### src/rtl/dram_ctl_cfg.svh
// dram_ctl_cfg.svh: register map, field positions, reset values and counts
// for the two-channel dram control block; definitions only.
`ifndef DRAM_CTL_CFG_SVH
`define DRAM_CTL_CFG_SVH

// register indexes; byte address is four times the index
`define IDX_CH0_LO   10'h160
`define IDX_CH0_HI   10'h161
`define IDX_CH1_LO   10'h162
`define IDX_CH1_HI   10'h163
`define IDX_CH0_REF  10'h164
`define IDX_CH1_REF  10'h165

// control low fields
`define LO_SELF_REF  7
`define LO_BUS_REL   5
`define LO_MUX_EN    3
`define LO_MUX_W     1
`define LO_ACC_EN    0
`define LO_MASK      8'hAF
`define LO_RESET     8'h80

// control high fields
`define HI_WR_WAIT   6
`define HI_RD_WAIT   4
`define HI_PAGE_EN   3
`define HI_MASK      8'hF8
`define HI_RESET     8'hA0

// refresh control fields
`define RF_DUMMY     7
`define RF_INTERVAL  4
`define RF_WIDTH     1
`define RF_INSERT    0
`define RF_RESET     8'h00

// dummy refresh cycles issued when the dummy bit is raised
`define DUMMY_COUNT  4'h8

`endif

### src/rtl/dram_ctl_pkg.sv
// dram_ctl_pkg: types and decode functions shared by the dram control files.
// assumes dram_ctl_cfg.svh sits on the include path.
`include "dram_ctl_cfg.svh"

package dram_ctl_pkg;

  typedef enum logic [1:0] {SEL_NONE, SEL_LO, SEL_HI, SEL_REF} reg_sel_t;
  typedef enum logic [2:0] {ST_IDLE, ST_ROW, ST_COL, ST_OPEN, ST_REF, ST_SELF} seq_state_t;

  // refresh interval in clock states for each code
  function automatic logic [8:0] interval_states(input logic [2:0] code);
    case (code)
      3'h0:    interval_states = 9'd78;
      3'h1:    interval_states = 9'd154;
      3'h2:    interval_states = 9'd188;
      3'h3:    interval_states = 9'd226;
      3'h4:    interval_states = 9'd246;
      3'h5:    interval_states = 9'd302;
      3'h6:    interval_states = 9'd308;
      default: interval_states = 9'd384;
    endcase
  endfunction : interval_states

  // page wait code to extra cycles; reserved codes take the slow setting
  function automatic logic [3:0] page_waits(input logic [1:0] code);
    page_waits = (code == 2'h1) ? 4'h1 : 4'h2;
  endfunction : page_waits

endpackage : dram_ctl_pkg

### src/rtl/dram_refresh_timer.sv
// dram_refresh_timer: per-channel refresh interval counter and request flag.
// assumes the sequencer pulses ref_ack once per refresh it starts.
`timescale 1ns/100ps
`default_nettype none

module dram_refresh_timer
  import dram_ctl_pkg::*;
(
  input  wire logic       pclk,         // system clock
  input  wire logic       presetn,      // async reset, active low
  input  wire logic       insert_en,    // periodic refresh enabled
  input  wire logic       dummy_en,     // dummy refresh bit
  input  wire logic [2:0] interval_sel, // interval code
  input  wire logic       ref_ack,      // refresh started
  output var  logic       ref_req       // refresh wanted
);

  logic [8:0] cnt_q,   cnt_d;
  logic       pend_q,  pend_d;
  logic       dm_q,    dm_d;
  logic [3:0] dummy_q, dummy_d;
  logic       tick;

  // interval count; a tick that meets an ack keeps the request alive
  always_comb begin
    tick    = insert_en && (cnt_q == interval_states(interval_sel) - 9'd1);
    cnt_d   = (!insert_en || tick) ? 9'h000 : cnt_q + 9'd1;
    dm_d    = dummy_en;
    dummy_d = dummy_q;
    if (dummy_en && !dm_q) begin
      dummy_d = `DUMMY_COUNT;
    end else if (ref_ack && dummy_q != 4'h0) begin
      dummy_d = dummy_q - 4'h1;
    end
    pend_d = (pend_q && !ref_ack) || tick || (dummy_d != 4'h0);
  end

  always_ff @(posedge pclk or negedge presetn) begin
    if (!presetn) begin
      cnt_q   <= 9'h000;
      pend_q  <= 1'b0;
      dm_q    <= 1'b0;
      dummy_q <= 4'h0;
    end else begin
      cnt_q   <= cnt_d;
      pend_q  <= pend_d;
      dm_q    <= dm_d;
      dummy_q <= dummy_d;
    end
  end

  assign ref_req = pend_q;

endmodule : dram_refresh_timer

`default_nettype wire

### src/rtl/dram_channel_seq.sv
// dram_channel_seq: one channel's access, page and refresh sequencer.
// assumes the requester holds req, we and addr until it sees ack.
`timescale 1ns/100ps
`default_nettype none

module dram_channel_seq
  import dram_ctl_pkg::*;
(
  input  wire logic        pclk,        // system clock
  input  wire logic        presetn,     // async reset, active low
  input  wire logic        self_rel,    // 1 releases self-refresh
  input  wire logic        hold,        // interface released to bus master
  input  wire logic        acc_en,      // accesses enabled
  input  wire logic        page_en,     // page mode enabled
  input  wire logic [1:0]  wr_wait,     // page write wait code
  input  wire logic [1:0]  rd_wait,     // page read wait code
  input  wire logic        mux_en,      // row/column multiplex on
  input  wire logic [1:0]  mux_w,       // column address width code
  input  wire logic [2:0]  ref_width,   // refresh width code
  input  wire logic        ref_req,     // refresh wanted
  input  wire logic        req,         // access request
  input  wire logic        we,          // access is a write
  input  wire logic [22:0] addr,        // access address
  output var  logic        ref_ack,     // refresh started, one cycle
  output var  logic        ack,         // access done, one cycle
  output var  logic        ras_n,       // row strobe
  output var  logic        cas_n,       // column strobe
  output var  logic        we_n,        // write strobe
  output var  logic [10:0] dram_addr,   // address pins
  output var  logic        self_active  // in self-refresh
);

  seq_state_t  st_q, st_d;
  logic [3:0]  cnt_q, cnt_d;
  logic        ras_q, ras_d, cas_q, cas_d, we_q, we_d, ack_q, ack_d, rack_q, rack_d;
  logic [10:0] a_q, a_d;
  logic [22:0] row_q, row_d;
  logic [3:0]  cols;
  logic [10:0] row_a, col_a;
  logic        take;
  logic        self_q, self_d;

  // address split; multiplexing only when enabled
  always_comb begin
    cols  = 4'h8 + {2'b00, mux_w};
    row_a = mux_en ? 11'(addr >> cols) : addr[10:0];
    col_a = mux_en ? (addr[10:0] & (11'h7FF >> (2'h3 - mux_w))) : addr[10:0];
    take  = req && acc_en && !hold && !ack_q;
  end

  // next state; refresh and self-refresh win over new accesses
  always_comb begin
    st_d = st_q; cnt_d = cnt_q; ras_d = ras_q; cas_d = cas_q; we_d = we_q;
    a_d = a_q; row_d = row_q; ack_d = 1'b0; rack_d = 1'b0;
    case (st_q)
      ST_IDLE: begin
        if (!self_rel) begin
          st_d = ST_SELF; ras_d = 1'b0; cas_d = 1'b0;
        end else if (ref_req) begin
          st_d = ST_REF; ras_d = 1'b0; cas_d = 1'b0; rack_d = 1'b1;
          cnt_d = {1'b0, ref_width} + 4'h1;
        end else if (take) begin
          st_d = ST_ROW; ras_d = 1'b0; a_d = row_a; we_d = !we; row_d = addr;
        end
      end
      ST_ROW: begin
        st_d = ST_COL; cas_d = 1'b0; a_d = col_a;
        cnt_d = page_waits(we_q ? rd_wait : wr_wait);
      end
      ST_COL: begin
        if (cnt_q == 4'h0) begin
          ack_d = 1'b1; cas_d = 1'b1; we_d = 1'b1;
          if (page_en) st_d = ST_OPEN;
          else begin st_d = ST_IDLE; ras_d = 1'b1; end
        end else cnt_d = cnt_q - 4'h1;
      end
      ST_OPEN: begin
        if (ref_req || !self_rel || hold || !page_en || !acc_en) begin
          st_d = ST_IDLE; ras_d = 1'b1;
        end else if (take) begin
          if ((addr >> cols) == (row_q >> cols)) begin
            st_d = ST_COL; cas_d = 1'b0; a_d = col_a; we_d = !we; row_d = addr;
            cnt_d = page_waits(we ? wr_wait : rd_wait);
          end else begin
            st_d = ST_IDLE; ras_d = 1'b1;
          end
        end
      end
      ST_REF: begin
        if (cnt_q == 4'h0) begin st_d = ST_IDLE; ras_d = 1'b1; cas_d = 1'b1; end
        else cnt_d = cnt_q - 4'h1;
      end
      default: begin
        if (self_rel) begin st_d = ST_IDLE; ras_d = 1'b1; cas_d = 1'b1; end
      end
    endcase
    // registered decode so the status pin comes straight from a flop
    self_d = (st_d == ST_SELF);
  end

  always_ff @(posedge pclk or negedge presetn) begin
    if (!presetn) begin
      st_q <= ST_IDLE; cnt_q <= 4'h0; ras_q <= 1'b1; cas_q <= 1'b1; we_q <= 1'b1;
      a_q <= 11'h000; row_q <= 23'h000000; ack_q <= 1'b0; rack_q <= 1'b0;
      self_q <= 1'b0;
    end else begin
      st_q <= st_d; cnt_q <= cnt_d; ras_q <= ras_d; cas_q <= cas_d; we_q <= we_d;
      a_q <= a_d; row_q <= row_d; ack_q <= ack_d; rack_q <= rack_d;
      self_q <= self_d;
    end
  end

  assign ref_ack     = rack_q;
  assign ack         = ack_q;
  assign ras_n       = ras_q;
  assign cas_n       = cas_q;
  assign we_n        = we_q;
  assign dram_addr   = a_q;
  assign self_active = self_q;

endmodule : dram_channel_seq

`default_nettype wire

### src/rtl/dram_ctl_top.sv
// dram_ctl_top: two-channel dram control block with its apb register file.
// assumes an apb master on pclk and requesters on the same clock.
//
// The APB interface to the registers was decided locally.
`timescale 1ns/100ps
`default_nettype none

module dram_ctl_top
  import dram_ctl_pkg::*;
(
  input  wire logic             pclk,            // system clock, 250 MHz
  input  wire logic             presetn,         // async reset, active low
  input  wire logic             psel,            // apb select
  input  wire logic             penable,         // apb access phase
  input  wire logic             pwrite,          // apb write
  input  wire logic [11:0]      paddr,           // apb byte address
  input  wire logic [31:0]      pwdata,          // apb write data
  output var  logic [31:0]      prdata,          // apb read data
  output var  logic             pready,          // apb ready
  output var  logic             pslverr,         // apb error, unmapped
  input  wire logic             bus_release_req, // external bus granted away
  input  wire logic [1:0]       mem_req,         // access request per channel
  input  wire logic [1:0]       mem_we,          // write access per channel
  input  wire logic [1:0][22:0] mem_addr,        // access address per channel
  output var  logic [1:0]       mem_ack,         // access done pulse
  output var  logic [1:0]       dram_ras_n,      // row strobe
  output var  logic [1:0]       dram_cas_n,      // column strobe
  output var  logic [1:0]       dram_we_n,       // write strobe
  output var  logic [1:0][10:0] dram_addr,       // multiplexed address
  output var  logic [1:0]       dram_released,   // interface floated
  output var  logic [1:0]       self_refresh_on  // channel in self-refresh
);

  // ************************************************************
  // address decode
  // ************************************************************

  // map a byte address to a register kind and channel
  function automatic reg_sel_t decode(input logic [11:0] a, output logic ch);
    logic [9:0] idx;
    idx = a[11:2];
    ch  = 1'b0;
    decode = SEL_NONE;
    if (a[1:0] != 2'h0) begin
      decode = SEL_NONE;
    end else if (idx == `IDX_CH0_LO) begin
      decode = SEL_LO;
    end else if (idx == `IDX_CH1_LO) begin
      decode = SEL_LO; ch = 1'b1;
    end else if (idx == `IDX_CH0_HI) begin
      decode = SEL_HI;
    end else if (idx == `IDX_CH1_HI) begin
      decode = SEL_HI; ch = 1'b1;
    end else if (idx == `IDX_CH0_REF) begin
      decode = SEL_REF;
    end else if (idx == `IDX_CH1_REF) begin
      decode = SEL_REF; ch = 1'b1;
    end
  endfunction : decode

  // ************************************************************
  // apb slave
  // ************************************************************

  logic [7:0]  lo_q  [2];
  logic [7:0]  lo_d  [2];
  logic [7:0]  hi_q  [2];
  logic [7:0]  hi_d  [2];
  logic [7:0]  ref_q [2];
  logic [7:0]  ref_d [2];
  logic [31:0] rdata_q, rdata_d;
  logic        ready_q, ready_d;
  logic        err_q,   err_d;
  reg_sel_t    sel;
  logic        sel_ch;
  logic        wr_now;

  // answer one cycle after setup; writes land at the accepting edge
  always_comb begin
    sel     = decode(paddr, sel_ch);
    ready_d = psel && !penable;
    err_d   = psel && !penable && (sel == SEL_NONE);
    rdata_d = rdata_q;
    wr_now  = psel && penable && ready_q && pwrite && !err_q;
    if (psel && !penable) begin
      // write-only refresh registers read back zero
      if (sel == SEL_LO) begin
        rdata_d = {24'h000000, lo_q[sel_ch]};
      end else if (sel == SEL_HI) begin
        rdata_d = {24'h000000, hi_q[sel_ch]};
      end else begin
        rdata_d = 32'h00000000;
      end
    end
    for (int c = 0; c < 2; c++) begin
      lo_d[c]  = lo_q[c];
      hi_d[c]  = hi_q[c];
      ref_d[c] = ref_q[c];
      if (wr_now && sel_ch == c[0]) begin
        if (sel == SEL_LO) begin
          lo_d[c] = pwdata[7:0] & `LO_MASK;
        end else if (sel == SEL_HI) begin
          hi_d[c] = pwdata[7:0] & `HI_MASK;
        end else if (sel == SEL_REF) begin
          ref_d[c] = pwdata[7:0];
        end
      end
    end
  end

  // register file; reset values put self-refresh released, all else idle
  always_ff @(posedge pclk or negedge presetn) begin
    if (!presetn) begin
      for (int c = 0; c < 2; c++) begin
        lo_q[c]  <= `LO_RESET;
        hi_q[c]  <= `HI_RESET;
        ref_q[c] <= `RF_RESET;
      end
      rdata_q <= 32'h00000000;
      ready_q <= 1'b0;
      err_q   <= 1'b0;
    end else begin
      for (int c = 0; c < 2; c++) begin
        lo_q[c]  <= lo_d[c];
        hi_q[c]  <= hi_d[c];
        ref_q[c] <= ref_d[c];
      end
      rdata_q <= rdata_d;
      ready_q <= ready_d;
      err_q   <= err_d;
    end
  end

  assign prdata  = rdata_q;
  assign pready  = ready_q;
  assign pslverr = err_q;

  // ************************************************************
  // channels
  // ************************************************************

  logic [1:0] rel_q, rel_d;

  // bus release floats the interface unless the channel keeps it
  always_comb begin
    for (int c = 0; c < 2; c++) begin
      rel_d[c] = bus_release_req && !lo_q[c][`LO_BUS_REL];
    end
  end

  always_ff @(posedge pclk or negedge presetn) begin
    if (!presetn) begin
      rel_q <= 2'b00;
    end else begin
      rel_q <= rel_d;
    end
  end

  assign dram_released = rel_q;

  // identical channels; each has its own timer and sequencer
  for (genvar g = 0; g < 2; g++) begin : g_ch
    logic ref_req;
    logic ref_ack;

    dram_refresh_timer u_timer (
      .pclk         (pclk),
      .presetn      (presetn),
      .insert_en    (ref_q[g][`RF_INSERT]),
      .dummy_en     (ref_q[g][`RF_DUMMY]),
      .interval_sel (ref_q[g][`RF_INTERVAL +: 3]),
      .ref_ack      (ref_ack),
      .ref_req      (ref_req)
    );

    dram_channel_seq u_seq (
      .pclk        (pclk),
      .presetn     (presetn),
      .self_rel    (lo_q[g][`LO_SELF_REF]),
      .hold        (rel_q[g]),
      .acc_en      (lo_q[g][`LO_ACC_EN]),
      .page_en     (hi_q[g][`HI_PAGE_EN]),
      .wr_wait     (hi_q[g][`HI_WR_WAIT +: 2]),
      .rd_wait     (hi_q[g][`HI_RD_WAIT +: 2]),
      .mux_en      (lo_q[g][`LO_MUX_EN]),
      .mux_w       (lo_q[g][`LO_MUX_W +: 2]),
      .ref_width   (ref_q[g][`RF_WIDTH +: 3]),
      .ref_req     (ref_req),
      .req         (mem_req[g]),
      .we          (mem_we[g]),
      .addr        (mem_addr[g]),
      .ref_ack     (ref_ack),
      .ack         (mem_ack[g]),
      .ras_n       (dram_ras_n[g]),
      .cas_n       (dram_cas_n[g]),
      .we_n        (dram_we_n[g]),
      .dram_addr   (dram_addr[g]),
      .self_active (self_refresh_on[g])
    );
  end

endmodule : dram_ctl_top

`default_nettype wire

### config.mk
export PLATFORM = sky130hd
export DESIGN_NAME = dram_ctl_top
export DESIGN_NICKNAME = d
export VERILOG_FILES = /design/src/rtl/dram_ctl_pkg.sv /design/src/rtl/dram_refresh_timer.sv /design/src/rtl/dram_channel_seq.sv /design/src/rtl/dram_ctl_top.sv
export VERILOG_INCLUDE_DIRS = /design/src /design/src/rtl
export SDC_FILE = /design/constraint.sdc
export NUM_CORES = 1
export LEC_CHECK = 0
export ABC_AREA = 1
export BUFFER_PORTS_ARGS = -buffer_cell sky130_fd_sc_hd__buf_2
export CAP_MARGIN = 20
export CORE_MARGIN = 1.5
export CORE_UTILIZATION = 61
export CTS_BUF_LIST = sky130_fd_sc_hd__clkbuf_8
export DETAILED_ROUTE_END_ITERATION = 10
export PLACE_DENSITY = 0.85
export SLEW_MARGIN = 25
export SYNTH_ARGS = -nofsm -noshare
export SYNTH_HDL_FRONTEND = slang
export SYNTH_SLANG_ARGS = --single-unit
### constraint.sdc
create_clock -name pclk -period 3.6 [get_ports pclk]
set_clock_uncertainty 0.1 [all_clocks]
set_input_delay 0.18 -clock pclk [delete_from_list [all_inputs] [get_ports pclk]]
set_output_delay 0.18 -clock pclk [all_outputs]
set_load 0.005 [all_outputs]
==> impl_metrics.ini, run 1 <==
[worst_setup_path]
critical_path.max_fanout = 37
cpMostUsedCell = nand2_1
arrival_ns = 3.16
crit_family = simple AND/OR/NAND/NOR gates
crit_required_ns = 3.86
worstSetupPathType = flop to flop
ff2ff_path_depth = 14
slowest_delay_ns = 0.45
crit_path_start_kind = flop
critPathSlowestCell = dfrtp_1
cp.depth = 14
critPathCaptureType = flop
path_buf_inv = 1
crit_chain = inv_4 -> nand2_1 -> nand3_1 -> nand2_1 -> nand2_1 -> nand2_1 -> nor2_1 -> nand2_1 -> nor2_2 -> nand2_1 -> nand2_4 -> nand3_2 -> nand2_1 -> nand2_1

[sta]
slew_headroom = 0.436
fmax_ghz = 0.345
layout_min_cycle_time_ns = 2.90
slew_viol_final = 0
hold_slack_ns = 0.0163
worst_slew_pin_slew_ns = 0.846
finalWorstSetupSlack_ns = 0.704
fin_crit_sh = 0.804
setup_viol = 0
fin_setup_tns_ns = 0
rsz0062_at_grt = no
hold_viol = 0

[clock_network]
path_clk_slew_ns = 0.10
cts-resized-gates = 0
htree_levels = 4
cts.path.max_buffers = 2
clock_sinks = 158
clock_latency_ns = 0.47
cts_root_buf = clkbuf_8
cts_made_buffers = 17
cts_tree = built

[worst_hold_path]
hold_class = input pin to flop
hold_depth = 5

[layout]
area_growth_pct = 13.4
stdcell_count = 1995
antenna_cells = 0
fin_area_um2 = 12300
multi_input_area_um2 = 5710
seqCellArea_um2 = 3970
fillCellCount = 1406
layout-drive-gt1-share = 0.113
fin_util = 0.711
nNetsFinal = 1873

[synth]
synthesis.area_um2 = 10800
ys_seq_elements = 158
synth_cell_types = 50
synth_warnings = 0
synth_ff_type = dfrtp_1
synth-edff-count = 0
synth_area_per_cell_um2 = 6.71
synth_cells = 1615
ys_seq_area_frac = 0.366
synth_async_sr_flop_share = 1.00

[floorplanning]
die_y_um = 136
ioPinCount = 168
die_area_um2 = 18600
coreArea_um2 = 17300
start_util = 0.626
fp.dieW_um = 136
rows = 48

[place]
gp_congestion = 0.908
dpl_cell_area_um2 = 11300
place_hpwl_mm = 19.8
portBuffers = 119
pre_cts_ws_ns = 0.868
dp_cells = 1905

[global_route]
grt_first_pass_wirelength_mm = 47.8
grt-ovfl-total = 0
grt_pass1_vias = 10274
grt_use_met2 = 0.517
grt_use_met3 = 0.0563
antenna_found_initial = 0
grt_max_degree = 88
grt_usage = 0.319
grt_busiest_layer = met2
met1_usage = 0.420

[route]
vias_per_cell = 5.62
dr.first_iter.drc_count = 1251
remaining_drc_errors = 0
vias = 11216
wl_per_cell_um = 14.4
routed_wl_mm = 28.8
dr.pass1.iters = 6
antenna_left = 0

[power]
p_leak_nw = 6.71
powerDensity_nw_per_um2 = 455
ir_drop_mv = 0.299
finalPower_mw = 5.59

[run]
maxCapViolations = 0

[run_status]
outcome = complete, no violations
[kinds of logic (layout without fill, tap and decap cells)]
family	after synthesis	count (layout)	synth area share
AO/OA/AOI/OAI	157	157	0.0829
XOR/XNOR	24	24	0.0194
adder cells (fa/ha/maj)	15	15	0.0173
buffers and inverters	249	381	0.114
flip-flops	158	158	0.366
other	1	24	0.000346
AND/OR/NAND/NOR	1011	1011	0.399
[final cells by class]
class | instances | area share
timing repair buffer | 195 | 0.108
clock buffer | 18 | 0.0202
multi-input combinational | 1231 | 0.465
tap | 225 | 0.0229
clock inverter | 13 | 0.0128
inverter | 155 | 0.0479
sequential | 158 | 0.323
[where the power goes]
| part | leakage (nW) | internal, mW | switching, mW |
|---|---|---|---|
| sequential | 2.05 | 2.03 | 0.179 |
| clock | 0.207 | 0.650 | 0.745 |
| combinational | 4.44 | 0.720 | 1.27 |
| total | 6.71 | 3.40 | 2.20 |
[sequential cells by signal, summed over array words and instances, names as in the netlist, 6 cells and up]
signal / count
g_ch.u_seq.dram_addr: 22
g_ch.u_seq.cnt_q: 8
ref_q: 16
g_ch.u_seq.row_q: 30
g_ch.u_seq.st_q: 6
lo_q: 12
g_ch.u_timer.cnt_q: 18
prdata: 8
g_ch.u_timer.dummy_q: 8
hi_q: 10
[metal layers]
layer	vias to the layer above	routed length [um]
met5	-	0
met4	0	976
met3	76	1980
met2	507	13500
met1	5162	12300
li1	5471	-
[path summary, 6_finish.rpt]
check / slack, ns / to / from
setup / recovery: 0.70 / g_ch[0].u_seq.dram_addr[5]$_DFFE_PN0P_ / lo_q[9]$_DFFE_PN0P_
hold / removal: 0.02 / g_ch[1].u_seq.dram_addr[6]$_DFFE_PN0P_ / mem_addr[29]
setup reg to reg: 0.70 / g_ch[0].u_seq.dram_addr[5]$_DFFE_PN0P_ / lo_q[9]$_DFFE_PN0P_
hold reg to reg: 0.30 / g_ch[1].u_timer.dm_q$_DFF_PN0_ / ref_q[7]$_DFFE_PN0P_
max in group asynchronous: 2.30 / lo_q[7]$_DFFE_PN1P_ / presetn
min in group asynchronous: 0.21 / g_ch[0].u_seq.row_q[16]$_DFFE_PN0P_ / presetn
[placed cells by master (no fill, tap or decap), types with 3 or more instances in the layout]
master         synthesis  final
nand2_1              636    636
o211ai_1               4      4
a21oi_1               25     25
nor4_1                 7      7
nor3b_1                4      4
ha_1                  15     15
inv_4                  3      3
nor3_1                18     18
o2111ai_1              3      3
nor2_1                97     97
conb_1                 1     24
dlygate4sd3_1          0     59
and3_1                 3      3
nor2_2                 3      3
inv_1                150    151
xor2_1                18     18
dfrtp_1              146    146
buf_2                 18    118
nand4_1               67     67
buf_4                 55     16
a211oi_1               3      3
dfstp_2               12     12
nand3_1              159    159
inv_8                  0      3
o21ai_0               87     87
o21a_1                 3      3
clkinv_4               0      4
o31ai_1                4      4
nand2_2                4      4
clkbuf_8               0     18
o21ai_1                9      9
xnor2_1                6      6
o221ai_1               5      5
[worst register-to-register path, delay by kind of cell, from the launching register on]
kind | cells | cell delay (ns)
AND/OR/NAND/NOR | 13 | 1.96
buffers and inverters | 1 | 0.28
flip-flops | 1 | 0.45
[cells in the mapped netlist (all sizes together), types with 2 or more instances]
| library cell | n | area [um^2] |
|---|---|---|
| nor4 | 7 | 43.8 |
| nor3b | 4 | 30.0 |
| a22oi | 2 | 15.0 |
| o211ai | 4 | 30.0 |
| a211oi | 3 | 22.5 |
| a31oi | 2 | 12.5 |
| nor2 | 100 | 383 |
| nand2 | 642 | 2430 |
| a21oi | 25 | 125 |
| o22ai | 2 | 12.5 |
| or2 | 2 | 12.5 |
| o21ai | 97 | 497 |
| dfstp | 12 | 315 |
| o21a | 3 | 22.5 |
| clkbuf | 12 | 45.0 |
| nand4 | 67 | 419 |
| and3 | 3 | 18.8 |
| ha | 15 | 188 |
| a2111oi | 2 | 17.5 |
| dfrtp | 146 | 3650 |
| buf | 82 | 604 |
| xor2 | 18 | 158 |
| nand3 | 163 | 851 |
| o221ai | 5 | 43.8 |
| inv | 155 | 589 |
| o2111ai | 3 | 26.3 |
| o31ai | 4 | 30.0 |
| nor3 | 19 | 106 |
| xnor2 | 6 | 52.6 |
| nand3b | 2 | 15.0 |
[what timing repair did]
item / 4_1_cts / 5_1_grt
buffers inserted: 0 / 0
hold buffers: 59 / 0
hold endpoints to repair: 160 / 0
(Power assumes the default switching activity.)
==> run 2: changes to the inputs <==
ABC_AREA = 0   (was 1)
CORE_UTILIZATION = 53   (was 61)
PLACE_DENSITY = 0.79   (was 0.85)
clock period = 2.6 ns   (was 3.6 ns; I/O delays follow)
==> run 2 against run 1 <==
  * The run now ends with negative setup slack left
  * Via count decreased by 24%
  * Area after synthesis decreased by 6.7%
  * Hold slack improved by 0.041 ns
  * Clock power increased by 25%
  * Fmax decreased by 9.2%
  * Cell area increased by 3.7%
  * Synthesized cell count decreased by 41%
  * Utilization decreased by 2.9 points
  * Routed wire length decreased by 6.7%
  * Critical path type unchanged
==> impl_metrics.ini, run 2 <==
[place]
place_hpwl_mm = 17.2
gp_congestion = 0.921
portBuffers = 119

[clock_network]
cts.path.max_buffers = 2
cts_root_buf = clkbuf_8
htree_levels = 4
clock_latency_ns = 0.47
clock_sinks = 158
cts_tree = built
cts_made_buffers = 17
path_clk_slew_ns = 0.09

[global_route]
grt-ovfl-total = 0
grt_first_pass_wirelength_mm = 41.5
grt_pass1_vias = 8079
antenna_found_initial = 0
grt_max_degree = 67
grt_usage = 0.264

[route]
dr.first_iter.drc_count = 716
remaining_drc_errors = 0
wl_per_cell_um = 18.8
routed_wl_mm = 26.9
dr.pass1.iters = 5
vias_per_cell = 5.94
antenna_left = 0
vias = 8481

[worst_setup_path]
critPathCaptureType = flop
slowest_delay_ns = 0.56
crit_path_start_kind = flop
worstSetupPathType = flop to flop
arrival_ns = 3.43
critical_path.max_fanout = 10
crit_chain = buf_12 -> mux4_2 -> xnor2_2 -> nand4_1 -> nor4_2 -> buf_4 -> nand4_1 -> a21oi_4 -> buf_4 -> buf_12 -> mux2_1
crit_required_ns = 2.84
critPathSlowestCell = mux4_2

[synth]
yosys.area_share.simple = 0.133
synth-xor-area-share = 0.0572
yosys.area_share.adder = 0.0186
synth_warnings = 0
ys_seq_area_frac = 0.393
synth_async_sr_flop_share = 1.00
synth_top_area_share = 0.361
yosysMostFrequentCell = dfrtp_1
synth-compound-area-share = 0.107
synth.top_cells.by_count = dfrtp_1, mux2_2, nand2_1, nor2_1, o21ai_0
yosysTopAreaCell = dfrtp_1
synth_ff_type = dfrtp_1
ys_seq_elements = 158
synth_cell_types = 68
synthesis.area_um2 = 10100
synth_cells = 955
synth-edff-count = 0
synth_top_family_by_area = multiplexers
synth_area_leaders = dfrtp_1, mux4_2, mux2_2
synthMuxAreaShare = 0.230
synth_area_per_cell_um2 = 10.6

[sta]
rsz0062_at_grt = yes
setup_viol = 68
worst_slew_pin_slew_ns = 0.639
finalWorstSetupSlack_ns = -0.587
fin_crit_sh = 1.23
slew_viol_final = 0
slew_headroom = 0.574
hold_viol = 0
layout_min_cycle_time_ns = 3.19
hold_slack_ns = 0.0572
fmax_ghz = 0.314

[layout]
antenna_cells = 0
nNetsFinal = 1295
fin_util = 0.682
layout_common_cells = dfrtp_1, buf_2, buf_4
largest_reg_flops = 30
largest_register = g_ch.u_seq.row_q
fillCellCount = 1251
layout-drive-gt1-share = 0.370
layout_commonest_cell = dfrtp_1
area_growth_pct = 26.1

[floorplanning]
fp.dieW_um = 141
rows = 50
die_y_um = 141
die_area_um2 = 19900
ioPinCount = 168
start_util = 0.540
coreArea_um2 = 18700

[worst_hold_path]
hold_class = input pin to flop

[power]
ir_drop_mv = 0.478
p_leak_nw = 5.98
powerDensity_nw_per_um2 = 474

[run]
maxCapViolations = 0

[run_status]
outcome = finished, violations left
violations = negative setup slack
run 2: cell types whose count changed after synthesis, moves of 22 or more:
cell      previous run  this run
nand2_1            636        64
nor2_1              97        64
clkbuf_1            12        34
nand3_1            159        21
xnor2_1              6        40
o21ai_0             87        47
nand4_1             67        11
mux2_1               0        26
mux2_2               0        74
mux4_2               0        39
inv_1              150        32
run 2: final cells by class:
| class | count | area (um^2) | area share |
|---|---|---|---|
| clock buffers | 18 | 248 | 0.0194 |
| clock inverters | 14 | 123 | 0.00962 |
| inverters | 32 | 120 | 0.00942 |
| multi-input cells | 703 | 5940 | 0.466 |
| flip-flops and latches | 158 | 3970 | 0.311 |
| well taps | 234 | 293 | 0.0230 |
| repair buffers | 268 | 2050 | 0.161 |
run 2: metrics by stage:
step                setup WS [ns]  power, mW  setup TNS [ns]  instance area [um^2]  cells
floorplan                  -0.197       3.70           -6.22                 10400    978
global placement           -0.261       4.12          -11.80                 11300   1312
detailed placement         -0.356       4.16          -16.78                 11300   1312
CTS                        -0.316       5.98          -15.77                 12600   1416
global route               -0.634       6.33          -35.58                 12800   1427
finish                     -0.587       6.05          -31.95                 12800   1427
run 2: worst paths after layout:
path,startpoint,end,slack (ns),cells past startpoint
worst max register to register,lo_q[1]$_DFFE_PN0P_,g_ch[1].u_seq.row_q[21]$_DFFE_PN0P_,-0.59,11
max in group asynchronous,presetn,lo_q[9]$_DFFE_PN0P_,1.44,3
min in group asynchronous,presetn,g_ch[1].u_timer.dummy_q[0]$_DFF_PN0_,0.13,2
worst min register to register,ref_q[15]$_DFFE_PN0P_,g_ch[0].u_timer.dm_q$_DFF_PN0_,0.30,0
worst min-delay path,mem_req[0],g_ch[0].u_seq.st_q[1]$_DFF_PN0_,0.06,3
worst max-delay path,lo_q[1]$_DFFE_PN0P_,g_ch[1].u_seq.row_q[21]$_DFFE_PN0P_,-0.59,11
run 2: repair_timing:
| item | CTS | global route |
|---|---|---|
| resized for setup | 25 | 25 |
| gates cloned | 3 | 2 |
| hold buffers | 58 | 0 |
| hold endpoints to repair | 156 | 0 |
| pin swaps | 5 | 6 |
| buffers inserted | 12 | 10 |
| setup endpoints to repair | 66 | 69 |
run 2: kinds of logic after synthesis:
group,after synthesis
and+or+nand+nor,263
AOI/OAI and AO/OA,169
muxes,166
DFF,158
buffers and inverters,117
xor gates and xnor gates,66
adders and majority gates,15
other,1
run 2: worst max-delay path: cells and delay by family (launching register included):
kind                   cells  cell delay (ns)
AO/OA/AOI/OAI              1             0.19
XOR/XNOR                   1             0.23
buffers and inverters      4             0.59
flip-flops                 1             0.42
multiplexers               2             0.88
AND/OR/NAND/NOR            3             0.64
run 2: per-layer routing:
| metal | up-vias | GRT usage | part of all wire |
|---|---|---|---|
| met5 | - | 0 | 0 |
| met4 | 0 | 0.101 | 0.035 |
| met3 | 81 | 0.0448 | 0.065 |
| met2 | 407 | 0.434 | 0.49 |
| met1 | 4134 | 0.349 | 0.41 |
| li1 | 3859 | - | - |
run 2: where the power goes:
group          total [mW]  internal [mW]  switching [mW]  leakage [nW]
Clock                1.75          0.778           0.975         0.176
Combinational        1.54          0.765           0.771          3.75
Sequential           2.76           2.63           0.129          2.05
Total                6.05           4.17            1.87          5.98
